`src/include/otfr_pkg.sv`:
```
// Constants and types for the over-temperature fault response controller
package otfr_pkg;
  localparam logic [7:0] CMD_OT_ACTION = 8'h50;
  localparam logic [7:0] CMD_TIME_UNIT = 8'hD2;
  localparam logic [7:0] OT_ACTION_RESET = 8'h80;
  localparam logic [7:0] READ_UNMAPPED = 8'h00;
  localparam int RESP_MSB = 7;
  localparam int RESP_LSB = 6;
  localparam int RETRY_MSB = 5;
  localparam int RETRY_LSB = 3;
  localparam int DELAY_MSB = 2;
  localparam int DELAY_LSB = 0;
  localparam logic [1:0] RESP_IGNORE = 2'h0;
  localparam logic [1:0] RESP_RIDE = 2'h1;
  localparam logic [1:0] RESP_DISABLE_RETRY = 2'h2;
  localparam logic [1:0] RESP_LATCH = 2'h3;
  localparam logic [2:0] RETRY_NONE = 3'h0;
  localparam logic [2:0] RETRY_FOREVER = 3'h7;
  localparam int UNIT_W = 16;
  localparam int UNITCNT_W = 8;
  localparam logic [UNIT_W-1:0] UNIT_CYCLES_MIN = 16'h0001;

  typedef enum logic [2:0] {
    ST_RUN,
    ST_RIDE,
    ST_HOLDOFF,
    ST_ATTEMPT,
    ST_LATCHED
  } otfr_state_t;
endpackage : otfr_pkg

```
`src/include/otfr_timer_if.sv`:
```
// Start/expiry link between the response sequencer and its delay timer
`timescale 1ns/1ps
interface otfr_timer_if;
  logic start;
  logic stop;
  logic [2:0] exponent;
  logic [otfr_pkg::UNIT_W-1:0] unit_cycles;
  logic done;

  modport ctrl (output start, output stop, output exponent, output unit_cycles, input done);
  modport timer (input start, input stop, input exponent, input unit_cycles, output done);
endinterface : otfr_timer_if

```
`src/verilog/otfr_timer.sv`:
```
// Delay timer counting two-to-the-field delay units
`timescale 1ns/1ps
module otfr_timer
(
  input wire logic clock,
  input wire logic arst_n,
  otfr_timer_if.timer tif
);
  import otfr_pkg::*;

  logic [UNIT_W-1:0] pre_reg, pre_next;
  logic [UNITCNT_W-1:0] units_reg, units_next;
  logic run_reg, run_next;
  logic done_reg, done_next;
  logic [UNIT_W-1:0] unit_len;
  logic unit_tick;

  // Units for a delay field value: 1, 2, 4 ... 128
  function automatic logic [UNITCNT_W-1:0] units_for(input logic [2:0] e);
    units_for = UNITCNT_W'(1) << e;
  endfunction : units_for

  assign unit_len = (tif.unit_cycles == '0) ? UNIT_CYCLES_MIN : tif.unit_cycles;
  assign unit_tick = run_reg && (pre_reg == unit_len - UNIT_CYCLES_MIN);
  assign tif.done = done_reg;

  always_comb
  begin
    pre_next = pre_reg;
    units_next = units_reg;
    run_next = run_reg;
    done_next = 1'b0;
    if (tif.start || tif.stop)
    begin
      pre_next = '0;
      // RULE11 power-of-two units
      units_next = units_for(tif.exponent);
      run_next = tif.start;
    end
    else if (unit_tick)
    begin
      pre_next = '0;
      if (units_reg == UNITCNT_W'(1))
      begin
        run_next = 1'b0;
        done_next = 1'b1;
      end
      else
      begin
        units_next = units_reg - UNITCNT_W'(1);
      end
    end
    else if (run_reg)
    begin
      pre_next = pre_reg + UNIT_W'(1);
    end
  end

  always_ff @(posedge clock or negedge arst_n)
  begin
    if (!arst_n)
    begin
      pre_reg <= '0;
      units_reg <= '0;
      run_reg <= 1'b0;
      done_reg <= 1'b0;
    end
    else
    begin
      pre_reg <= pre_next;
      units_reg <= units_next;
      run_reg <= run_next;
      done_reg <= done_next;
    end
  end
endmodule : otfr_timer

```
`src/verilog/otfr_ctrl.sv`:
```
// Over-temperature fault response sequencer with its action register
// Overview of operation
// RULE1: Response 00 ignores the fault; output keeps running uninterrupted.
// RULE2: Response 01 runs on for the delay, then applies retries if fault persists.
// RULE3: Response 10 disables output at once, then follows the retry field.
// RULE4: Response 11 latches off until bit clear, clear-faults command or reset.
// RULE5: An off-then-on command on the on/off control also clears the fault.
// RULE6: Retry field 000 makes no restart; output stays off until cleared.
// RULE7: Retry codes 1 to 3 give that many restarts, then latch off.
// RULE8: Starts of successive restart attempts are spaced by the delay.
// RULE9: Retry codes 4 to 6 give that many restarts, then latch off.
// RULE10: Retry code 111 retries without limit until commanded off.
// RULE11: Delay field n means two to the n delay time units.
// RULE12: Delay time unit length comes from the separate timing register.
// RULE13: Clearing the fault resets attempt counter and delay timer.
// RULE14: Host writes the action byte before enabling the output.
`timescale 1ns/1ps
module otfr_ctrl
(
  input wire logic clock,
  input wire logic arst_n,
  input wire logic cmd_strobe,
  input wire logic cmd_write,
  input wire logic [7:0] cmd_code,
  input wire logic [7:0] cmd_wdata,
  output logic [7:0] cmd_rdata,
  output logic cmd_hit,
  input wire logic [otfr_pkg::UNIT_W-1:0] time_unit_cycles,
  input wire logic ot_fault,
  input wire logic fault_bit_clear,
  input wire logic clear_faults_cmd,
  input wire logic reset_cmd,
  input wire logic output_on_cmd,
  output logic output_enable,
  output logic fault_off,
  output logic [2:0] attempt_count
);
  import otfr_pkg::*;

  otfr_timer_if tif ();

  otfr_timer u_timer (
    .clock (clock),
    .arst_n (arst_n),
    .tif (tif)
  );

  logic [7:0] action_reg, action_next;
  logic [7:0] rdata_reg, rdata_next;
  otfr_state_t state_reg, state_next;
  logic [2:0] count_reg, count_next;
  logic on_prev_reg;
  logic en_reg, en_next;
  logic [1:0] resp;
  logic [2:0] retries;
  logic clear_evt;
  logic start_t;

  // True while another restart attempt is allowed
  function automatic logic may_retry(input logic [2:0] limit, input logic [2:0] done_cnt);
    may_retry = (limit == RETRY_FOREVER) || (done_cnt < limit);
  endfunction : may_retry

  // Attempt count after one more restart; unlimited retries leave it unchanged
  function automatic logic [2:0] bumped(input logic [2:0] limit, input logic [2:0] done_cnt);
    bumped = (limit == RETRY_FOREVER) ? done_cnt : done_cnt + 3'h1;
  endfunction : bumped

  assign resp = action_reg[RESP_MSB:RESP_LSB];
  assign retries = action_reg[RETRY_MSB:RETRY_LSB];
  assign cmd_hit = cmd_strobe && (cmd_code == CMD_OT_ACTION);
  assign cmd_rdata = rdata_reg;
  assign output_enable = en_reg;
  assign fault_off = (state_reg == ST_LATCHED);
  assign attempt_count = count_reg;

  // RULE4 clear sources
  // RULE5 off then on
  assign clear_evt = fault_bit_clear || clear_faults_cmd || reset_cmd
                     || (output_on_cmd && !on_prev_reg);

  // RULE12 unit length
  assign tif.unit_cycles = time_unit_cycles;
  assign tif.exponent = action_reg[DELAY_MSB:DELAY_LSB];
  assign tif.start = start_t;
  // RULE13 timer reset on clear
  assign tif.stop = clear_evt;

  always_comb
  begin
    action_next = action_reg;
    rdata_next = rdata_reg;
    if (cmd_strobe && cmd_write && cmd_code == CMD_OT_ACTION)
    begin
      action_next = cmd_wdata;
    end
    if (cmd_strobe && !cmd_write)
    begin
      rdata_next = (cmd_code == CMD_OT_ACTION) ? action_reg : READ_UNMAPPED;
    end
  end

  always_comb
  begin
    state_next = state_reg;
    count_next = count_reg;
    start_t = 1'b0;
    if (clear_evt)
    begin
      // RULE13 fresh sequence
      state_next = ST_RUN;
      count_next = '0;
    end
    else
    begin
      case (state_reg)
        ST_RUN:
        begin
          if (ot_fault)
          begin
            case (resp)
              // RULE1 ignore fault
              RESP_IGNORE: state_next = ST_RUN;
              RESP_RIDE:
              begin
                // RULE2 ride-through delay
                state_next = ST_RIDE;
                start_t = 1'b1;
              end
              RESP_DISABLE_RETRY:
              begin
                // RULE3 disable then retry
                // RULE6 no retry latches
                state_next = (retries == RETRY_NONE) ? ST_LATCHED : ST_HOLDOFF;
                start_t = (retries != RETRY_NONE);
              end
              default: state_next = ST_LATCHED;
            endcase
          end
        end
        ST_RIDE:
        begin
          if (!ot_fault)
          begin
            state_next = ST_RUN;
            start_t = 1'b0;
          end
          else if (tif.done)
          begin
            // RULE2 apply retry field
            state_next = (retries == RETRY_NONE) ? ST_LATCHED : ST_HOLDOFF;
            start_t = (retries != RETRY_NONE);
          end
        end
        ST_HOLDOFF:
        begin
          if (tif.done)
          begin
            // RULE7 bounded attempts
            // RULE9 bounded attempts
            // RULE10 unlimited attempts
            if (may_retry(retries, count_reg))
            begin
              state_next = ST_ATTEMPT;
              start_t = 1'b1;
              count_next = bumped(retries, count_reg);
            end
            else
            begin
              state_next = ST_LATCHED;
            end
          end
        end
        ST_ATTEMPT:
        begin
          // RULE8 attempt spacing kept by running timer
          if (ot_fault && tif.done)
          begin
            // Failure seen as the window closes; the expiry must not be lost
            if (may_retry(retries, count_reg))
            begin
              state_next = ST_ATTEMPT;
              start_t = 1'b1;
              count_next = bumped(retries, count_reg);
            end
            else
            begin
              state_next = ST_LATCHED;
            end
          end
          else if (ot_fault)
          begin
            state_next = ST_HOLDOFF;
          end
          else if (tif.done)
          begin
            state_next = ST_RUN;
            count_next = '0;
          end
        end
        ST_LATCHED: state_next = ST_LATCHED;
        default: state_next = ST_RUN;
      endcase
    end
  end

  always_comb
  begin
    en_next = output_on_cmd
              && (state_next == ST_RUN || state_next == ST_RIDE || state_next == ST_ATTEMPT);
  end

  always_ff @(posedge clock or negedge arst_n)
  begin
    if (!arst_n)
    begin
      action_reg <= OT_ACTION_RESET;
      rdata_reg <= READ_UNMAPPED;
      state_reg <= ST_RUN;
      count_reg <= '0;
      on_prev_reg <= 1'b0;
      en_reg <= 1'b0;
    end
    else
    begin
      action_reg <= action_next;
      rdata_reg <= rdata_next;
      state_reg <= state_next;
      count_reg <= count_next;
      on_prev_reg <= output_on_cmd;
      en_reg <= en_next;
    end
  end
endmodule : otfr_ctrl

```
`config.mk`:
```
export PLATFORM = sky130hd
export DESIGN_NAME = otfr_ctrl
export DESIGN_NICKNAME = d
export VERILOG_FILES = /design/src/include/otfr_pkg.sv /design/src/include/otfr_timer_if.sv /design/src/verilog/otfr_timer.sv /design/src/verilog/otfr_ctrl.sv
export SDC_FILE = /design/constraint.sdc
export NUM_CORES = 1
export LEC_CHECK = 0
export BUFFER_PORTS_ARGS = -buffer_cell sky130_fd_sc_hd__buf_4
export CORE_AREA = 2 2 122 76
export CTS_BUF_LIST = sky130_fd_sc_hd__clkbuf_4 sky130_fd_sc_hd__clkbuf_8 sky130_fd_sc_hd__clkbuf_16
export CTS_CLUSTER_DIAMETER = 120
export DETAILED_ROUTE_END_ITERATION = 6
export DIE_AREA = 0 0 124 78
export HOLD_SLACK_MARGIN = 0.15
export RECOVER_POWER = 100
export SYNTH_ARGS = -nofsm -noshare
export SYNTH_HDL_FRONTEND = slang
export SYNTH_HIERARCHICAL = 1
export SYNTH_SLANG_ARGS = --single-unit
```
`constraint.sdc`:
```
create_clock -name clock -period 3.64 [get_ports clock]
set_input_delay 1.092 -clock clock [delete_from_list [all_inputs] [get_ports clock]]
set_output_delay 1.092 -clock clock [all_outputs]
set_load 0.01 [all_outputs]
```
==> impl_metrics.sql, run 1 <==
INSERT INTO impl_metrics (metric_group, metric, value, unit) VALUES
('setup_path', 'critPathMaxFanout', '8', ''),
('die', 'fp-row-count', '26', ''),
('sta', 'fmax', '0.248', 'GHz'),
('clock_tree', 'cts.clk_slew.worst_paths', '0.06', 'ns'),
('clock_tree', 'cts_buffer_depth', '2', ''),
('setup_path', 'path_cells', 'buf_6, or4_4, nor4_4, nor2_1, ha_2, xor2_2, o2111ai_2, a221oi_2, nand3b_1, nor4b_4, buf_4, nand3_4, or4_1, nand3b_1', ''),
('pwr', 'irDropWorstVdd', '0.171', 'mV'),
('setup_path', 'critPathTopFamily', 'simple AND/OR/NAND/NOR gates', ''),
('sta', 'slew-limit-headroom', '16.8', '%'),
('setup_path', 'critical_path_buf_inv_count', '2', ''),
('global_route', 'number_of_antenna_violations_at_the_first_check_in_global_routing', '0', ''),
('synthesis', 'netlist-cell-type-count', '77', ''),
('route', 'met2WireLength', '3910', 'um'),
('global_route', 'largest_net_degree_at_the_start_of_global_routing', '51', ''),
('cells_and_area', 'flip_flop_count_of_the_largest_register_after_layout', '16', ''),
('setup_path', 'cp_slowest_stage_delay', '0.56', 'ns'),
('die', 'chipHeight', '78', 'um'),
('die', 'die_width', '124', 'um'),
('synthesis', 'synth-compound-area-share', '16.1', '%'),
('synthesis', 'synthesis.instances', '408', ''),
('place', 'io_buffer_count', '54', ''),
('sta', 'finalSetupViolCount', '26', ''),
('synthesis', 'syn-mean-instance-area', '9.05', 'um^2'),
('route', 'dr.pass1.iters', '5', ''),
('route', 'route.antenna.remaining_nets', '0', ''),
('setup_path', 'worst-setup-path-type', 'in -> reg', ''),
('sta', 'finalMaxSlewViolations', '0', ''),
('cells_and_area', 'layout.nets', '556', ''),
('global_route', 'number_of_global_route_vias_before_repair', '3194', ''),
('sta', 'rsz0062_at_grt', 'yes', ''),
('pwr', 'power_leakage', '2.06', 'nW'),
('route', 'post_drt_via_cell_ratio', '5.85', ''),
('setup_path', 'cp-end-kind', 'flip-flop', ''),
('setup_path', 'setup_slack_reg_to_reg', '0.36', 'ns'),
('sta', 'fin_crit_period', '4.03', 'ns'),
('clock_tree', 'cts_tree', 'yes', ''),
('clock_tree', 'clockRootBuffer', 'sky130_fd_sc_hd__clkbuf_16', ''),
('route', 'topRoutingLayerUsed', 'met4', ''),
('cells_and_area', 'antenna-diode-count', '0', ''),
('synthesis', 'synthesis.nets', '460', ''),
('cells_and_area', 'drive_gt1_share', '28.9', '%'),
('setup_path', 'critical_path_required', '3.86', 'ns'),
('synthesis', 'synth_top_area_share', '33.2', '%'),
('setup_path', 'timing.critical_path.mode_cell', 'sky130_fd_sc_hd__nand3b_1', ''),
('cells_and_area', 'final_core_utilization', '56.6', '%'),
('sta', 'setup_ws', '-0.386', 'ns'),
('synthesis', 'ys_seq_elements', '50', ''),
('cells_and_area', 'nFillCells', '777', ''),
('synthesis', 'synth_mux_area_share', '4.91', '%'),
('synthesis', 'synth_top_cells_by_area', 'sky130_fd_sc_hd__dfrtp_1 (33%), sky130_fd_sc_hd__nor2_1 (4.1%), sky130_fd_sc_hd__ha_1 (3.7%)', ''),
('sta', 'tightest_pin_transition', '1.25', 'ns'),
('synthesis', 'postSynth.topFlopCell', 'sky130_fd_sc_hd__dfrtp_1', ''),
('route', 'total_vias_in_the_final_route', '3610', ''),
('status', 'violated_checks', 'negative setup slack', ''),
('status', 'status', 'finished with violations', ''),
('setup_path', 'worst_setup_start_kind', 'input port', ''),
('setup_path', 'worstPathArrival', '4.25', 'ns'),
('hold_path', 'min-delay-path-class', 'reg -> reg', ''),
('place', 'gp_congestion', '1.01', ''),
('sta', 'hold_ws', '0.508', 'ns'),
('route', 'drt_first_iter_violations', '336', ''),
('sta', 'hold_violations', '0', ''),
('clock_tree', 'cts_inserted_buffers', '5', ''),
('synthesis', 'synth.cells.most_frequent', 'sky130_fd_sc_hd__dfrtp_1 (49), sky130_fd_sc_hd__nor2_1 (40), sky130_fd_sc_hd__nand2_1 (23)', ''),
('route', 'routed-wl-met3', '1200', 'um'),
('synthesis', 'synthAdderAreaFrac', '3.73', '%'),
('sta', 'fin_worst_skew', '0.00361', 'ns'),
('die', 'num_io_pins', '55', ''),
('place', 'post-dp-hpwl', '8580', 'um'),
('setup_path', 'worst_path_max_delay_cell', 'sky130_fd_sc_hd__or4_4', ''),
('clock_tree', 'cts_sinks', '50', '');
-- worst paths after layout --
path	from	to	cells after the start
max	time_unit_cycles[0]	u_timer/units_reg[5]$_DFFE_PN0P_	14
min	cmd_rdata[6]$_DFFE_PN0P_	cmd_rdata[6]$_DFFE_PN0P_	1
max reg2reg	action_reg[5]$_DFFE_PN0P_	u_timer/pre_reg[15]$_DFFE_PN0P_	14
min reg2reg	cmd_rdata[6]$_DFFE_PN0P_	cmd_rdata[6]$_DFFE_PN0P_	1
max in group asynchronous	arst_n	on_prev_reg$_DFF_PN0_	1
min in group asynchronous	arst_n	cmd_rdata[4]$_DFFE_PN0P_	1
-- metrics by stage --
stage	cell area [um^2]	TNS, ns	worst slack, ns
2_1_floorplan	3710	-8.97	-0.480
5_1_grt	4790	-8.81	-0.483
4_1_cts	4800	-4.35	-0.332
3_3_place_gp	4520	-13.95	-0.637
3_5_place_dp	4520	-16.69	-0.750
6_report	4790	-6.22	-0.386
-- per-layer routing --
layer  up-vias  GRT usage (%)
met3         7           6.62
met1      1710           41.3
met5         -              0
li1       1726              -
met4         0           2.02
met2       167           26.6
-- final cells by class --
type	count	share of cell area, %
inverters	16	1.25
clock buffers	7	2.93
repair buffers	105	16.0
clock inverters	1	0.627
well taps	112	2.93
multi-input cells	326	50.1
flip-flops and latches	50	26.2
-- worst reg2reg max path, stage by stage, from the launching register on --
cell and delay [ns]:
sky130_fd_sc_hd__dfrtp_1 0.49, sky130_fd_sc_hd__inv_1 0.09, sky130_fd_sc_hd__ha_1 0.30, sky130_fd_sc_hd__a21oi_1 0.19
sky130_fd_sc_hd__o21ai_0 0.25, sky130_fd_sc_hd__nand2_1 0.14, sky130_fd_sc_hd__a31oi_1 0.09, sky130_fd_sc_hd__a2111oi_1 0.51
sky130_fd_sc_hd__or2_2 0.21, sky130_fd_sc_hd__o21ai_0 0.07, sky130_fd_sc_hd__nor3_1 0.32, sky130_fd_sc_hd__nand3_1 0.18
sky130_fd_sc_hd__nor2_1 0.15, sky130_fd_sc_hd__xnor2_1 0.14, sky130_fd_sc_hd__nor2_1 0.05
-- power breakdown --
| part | internal [W] | switching, W | leakage (nW) |
|---|---|---|---|
| Combinational | 0.0000933 | 0.000104 | 1.29 |
| Clock | 0.000340 | 0.000193 | 0.0850 |
| Sequential | 0.000562 | 0.00000798 | 0.685 |
| Total | 0.000995 | 0.000305 | 2.06 |
-- timing repair --
item,CTS,global route
gates resized for setup,21,7
endpoints found under the hold margin,0,0
cloned,0,0
buffers inserted,5,5
pin swaps,13,11
endpoints found under the setup margin,26,26
hold buffers,0,0
-- placed cells by master, fill, tap and decap left out, drive strengths merged, types with 8 or more instances in the layout --
cell / instances
nor4: 10
o21ai: 10
ha: 11
xor2: 15
nor2: 40
nand2: 24
or3: 10
clkbuf: 24
mux2i: 8
xnor2: 14
a22o: 9
nand3: 22
buf: 88
mux2: 9
nor3: 13
inv: 15
a21oi: 12
dfrtp: 49
or4: 8
nand4: 14
-- cell families after synthesis --
| kind of cell | Yosys count |
|---|---|
| flops | 50 |
| mux | 17 |
| fa+ha+maj | 11 |
| buf+inv | 32 |
| simple gates | 193 |
| xor+xnor | 29 |
| compound gates | 76 |
Note: power is estimated with default switching activity, not from simulation.
==> run 2: changes to the inputs <==
--- a/config.mk
+++ b/config.mk
@@ -6,13 +6,12 @@
 export NUM_CORES = 1
 export LEC_CHECK = 0
 export BUFFER_PORTS_ARGS = -buffer_cell sky130_fd_sc_hd__buf_4
-export CORE_AREA = 2 2 122 76
+export CORE_AREA = 10 10 130 84
 export CTS_BUF_LIST = sky130_fd_sc_hd__clkbuf_4 sky130_fd_sc_hd__clkbuf_8 sky130_fd_sc_hd__clkbuf_16
 export CTS_CLUSTER_DIAMETER = 120
 export DETAILED_ROUTE_END_ITERATION = 6
-export DIE_AREA = 0 0 124 78
+export DIE_AREA = 0 0 140 94
 export HOLD_SLACK_MARGIN = 0.15
-export RECOVER_POWER = 100
 export SYNTH_ARGS = -nofsm -noshare
 export SYNTH_HDL_FRONTEND = slang
 export SYNTH_HIERARCHICAL = 1
==> run 2 against run 1 <==
Largest cell class unchanged. Via count up 0.86%. The flow still finishes with violations (negative setup slack). First-iteration DRC count down 7.1%. Sequential share of layout area fell by 0.95 points.
==> impl_metrics.sql, run 2 (synthesized netlist as in run 1, its figures left out) <==
INSERT INTO impl_metrics (metric_group, metric, value, unit) VALUES
('sta', 'fmax', '0.243', 'GHz'),
('global_route', 'grt_first_pass_wirelength', '18600', 'um'),
('flow_run', 'max_cap_viol_count', '0', ''),
('clock_tree', 'cts_inserted_buffers', '5', ''),
('die', 'chipHeight', '94', 'um'),
('clock_tree', 'cts.clk_slew.worst_paths', '0.07', 'ns'),
('route', 'route.layer.met1.wl', '6090', 'um'),
('die', 'die_width', '140', 'um'),
('place', 'place_worst_setup_slack', '-0.767', 'ns'),
('clock_tree', 'cts_sinks', '50', ''),
('global_route', 'track_usage', '17.4', '%'),
('cells_and_area', 'stdcell_area', '4970', 'um^2'),
('place', 'placed_cell_area', '4510', 'um^2'),
('cells_and_area', 'flip_flop_count_of_the_largest_register_after_layout', '16', ''),
('setup_path', 'critical_path_buf_inv_count', '2', ''),
('cells_and_area', 'flow.area_growth_from_synthesis', '34.6', '%'),
('setup_path', 'worst_setup_start_kind', 'input port', ''),
('die', 'start_util', '43.7', '%'),
('hold_path', 'launch_instance_of_the_worst_min_delay_path', 'cmd_rdata[6]$_DFFE_PN0P_', ''),
('setup_path', 'worstPathArrival', '4.36', 'ns'),
('route', 'post_drt_via_cell_ratio', '5.88', ''),
('place', 'gp_congestion', '0.979', ''),
('setup_path', 'cp_slowest_stage_delay', '0.56', 'ns'),
('sta', 'fin_worst_skew', '0.00650', 'ns'),
('global_route', 'largest_net_degree_at_the_start_of_global_routing', '51', ''),
('pwr', 'power-per-cell-area', '267', 'nW/um^2'),
('setup_path', 'critical_path_required', '3.88', 'ns'),
('setup_path', 'origin_of_the_critical_flop_to_flop_path', 'action_reg[6]$_DFFE_PN0P_', ''),
('route', 'post_route_drc', '0', ''),
('clock_tree', 'clockRootBuffer', 'sky130_fd_sc_hd__clkbuf_16', ''),
('sta', 'finalSetupViolCount', '25', ''),
('global_route', 'number_of_global_route_vias_before_repair', '3368', ''),
('hold_path', 'min-delay-path-class', 'reg -> reg', ''),
('pwr', 'post-layout-total-power', '0.00133', 'W'),
('sta', 'hold_ws', '0.511', 'ns'),
('sta', 'setup_ws', '-0.481', 'ns'),
('die', 'fp-row-count', '26', ''),
('cells_and_area', 'final_core_utilization', '58.8', '%'),
('clock_tree', 'worstSkewPairLatency', '0.30', 'ns'),
('sta', 'slew-limit-headroom', '50.9', '%'),
('setup_path', 'worst_path_max_delay_cell', 'sky130_fd_sc_hd__or4_4', ''),
('place', 'post-dp-hpwl', '8970', 'um'),
('clock_tree', 'cts_tree', 'yes', ''),
('status', 'status', 'finished with violations', ''),
('cells_and_area', 'layout_common_cells', 'sky130_fd_sc_hd__buf_4 (97), sky130_fd_sc_hd__dfrtp_1 (49), sky130_fd_sc_hd__nor2_1 (33)', ''),
('route', 'route.antenna.remaining_nets', '0', ''),
('route', 'total_vias_in_the_final_route', '3641', ''),
('route', 'drt_first_iter_violations', '312', ''),
('route', 'met2WireLength', '4490', 'um'),
('die', 'num_io_pins', '55', ''),
('route', 'topRoutingLayerUsed', 'met4', ''),
('sta', 'final_min_period_over_clock_period', '113', '%'),
('setup_path', 'ff2ff_path_depth', '14', ''),
('route', 'drt-wirelength-per-cell', '19.0', 'um'),
('sta', 'tightest_pin_transition', '0.726', 'ns'),
('route', 'routed-wl-met3', '1140', 'um'),
('setup_path', 'critPathTopFamily', 'simple AND/OR/NAND/NOR gates', ''),
('clock_tree', 'cts_buffer_depth', '2', ''),
('pwr', 'irDropWorstVdd', '0.270', 'mV'),
('die', 'dieArea', '13200', 'um^2'),
('setup_path', 'r2r-end', 'u_timer/pre_reg[15]$_DFFE_PN0P_', ''),
('cells_and_area', 'layout.nets', '558', ''),
('global_route', 'number_of_antenna_violations_at_the_first_check_in_global_routing', '0', ''),
('setup_path', 'critPathMaxFanout', '7', ''),
('hold_path', 'worstHoldPathCells', '1', ''),
('cells_and_area', 'mostFrequentLayoutCell', 'sky130_fd_sc_hd__buf_4', ''),
('cells_and_area', 'antenna-diode-count', '0', ''),
('die', 'core_area', '8460', 'um^2'),
('setup_path', 'path_cells', 'buf_6, or4_4, nor4_4, nor2_1, ha_2, xor2_2, o2111ai_2, a221oi_2, nand3b_1, nor4b_4, nand3_4, buf_4, or3_1, nand3_1', ''),
('setup_path', 'cp-end-kind', 'flip-flop', ''),
('sta', 'rsz0062_at_grt', 'yes', ''),
('clock_tree', 'cts-htree-levels', '2', ''),
('sta', 'hold_violations', '0', ''),
('hold_path', 'hold_path_end', 'cmd_rdata[6]$_DFFE_PN0P_', ''),
('sta', 'finalMaxSlewViolations', '0', ''),
('setup_path', 'setup_slack_reg_to_reg', '0.61', 'ns'),
('global_route', 'grt_remaining_overflow', '0', ''),
('route', 'routed_wl', '11800', 'um'),
('clock_tree', 'holdBufCountCts', '0', ''),
('setup_path', 'worst-setup-path-type', 'in -> reg', ''),
('status', 'violated_checks', 'negative setup slack', ''),
('route', 'dr.pass1.iters', '5', ''),
('sta', 'fin_crit_period', '4.12', 'ns'),
('pwr', 'power_leakage', '2.16', 'nW'),
('cells_and_area', 'drive_gt1_share', '35.7', '%'),
('place', 'io_buffer_count', '54', '');
run 2: changes by cell type in the layout (fill, tap and decap cells not counted), moves of 2 or more:
cell / before / now
sky130_fd_sc_hd__clkbuf_1: 14 / 0
sky130_fd_sc_hd__clkbuf_4: 4 / 0
sky130_fd_sc_hd__nor2_1: 40 / 33
sky130_fd_sc_hd__buf_4: 81 / 97
sky130_fd_sc_hd__a21oi_2: 4 / 7
sky130_fd_sc_hd__a21oi_1: 8 / 5
sky130_fd_sc_hd__o21ai_2: 0 / 2
sky130_fd_sc_hd__nor2_4: 0 / 6
sky130_fd_sc_hd__buf_6: 6 / 9
run 2: stage by stage:
| stage | instances | TNS, ns |
|---|---|---|
| after detailed placement | 602 | -16.33 |
| after floorplan | 408 | -8.97 |
| after global routing | 619 | -13.38 |
| after CTS | 613 | -5.50 |
| after global placement | 602 | -15.31 |
| final | 619 | -9.94 |
run 2: where the power goes:
part,internal (W),switching [W]
Clock,0.000326,0.000229
Sequential,0.000561,0.00000767
Combinational,0.0000966,0.000106
Total,0.000984,0.000343
run 2: how the worst max path moves through the flow:
| stage | slack, ns | cells past startpoint | end | start |
|---|---|---|---|---|
| 4_1_cts | -0.36 | 14 | u_timer/units_reg[5]$_DFFE_PN0P_ | time_unit_cycles[0] |
| 2_1_floorplan | -0.48 | 12 | u_timer/units_reg[5]$_DFFE_PN0P_ | time_unit_cycles[12] |
| 6_report | -0.48 | 14 | u_timer/units_reg[0]$_DFFE_PN0P_ | time_unit_cycles[12] |
| 3_3_place_gp | -0.72 | 13 | u_timer/units_reg[5]$_DFFE_PN0P_ | time_unit_cycles[12] |
| 3_5_place_dp | -0.77 | 13 | u_timer/units_reg[5]$_DFFE_PN0P_ | time_unit_cycles[12] |
| 5_1_grt | -0.64 | 15 | u_timer/units_reg[5]$_DFFE_PN0P_ | time_unit_cycles[12] |
run 2: layout make-up:
cell class                      count  area (um^2)
Inverter                           16         60.1
Multi-Input combinational cell    326         2500
Timing Repair Buffer              107          850
Clock buffer                        5          125
Fill cell                         747         3490
Clock inverter                      3         43.8
Sequential cell                    50         1250
Tap cell                          112          140
run 2: repair_timing:
item,CTS,global route
resized for setup,18,36
pin swaps,7,23
gates cloned,0,1
buffers inserted,3,6
setup endpoints to repair,26,26
run 2: routing by layer:
layer / global-route usage, % / vias to the layer above
met5: 0 / -
met4: 2.48 / 0
met3: 4.49 / 9
met2: 22.2 / 141
met1: 27.8 / 1757
li1: - / 1734
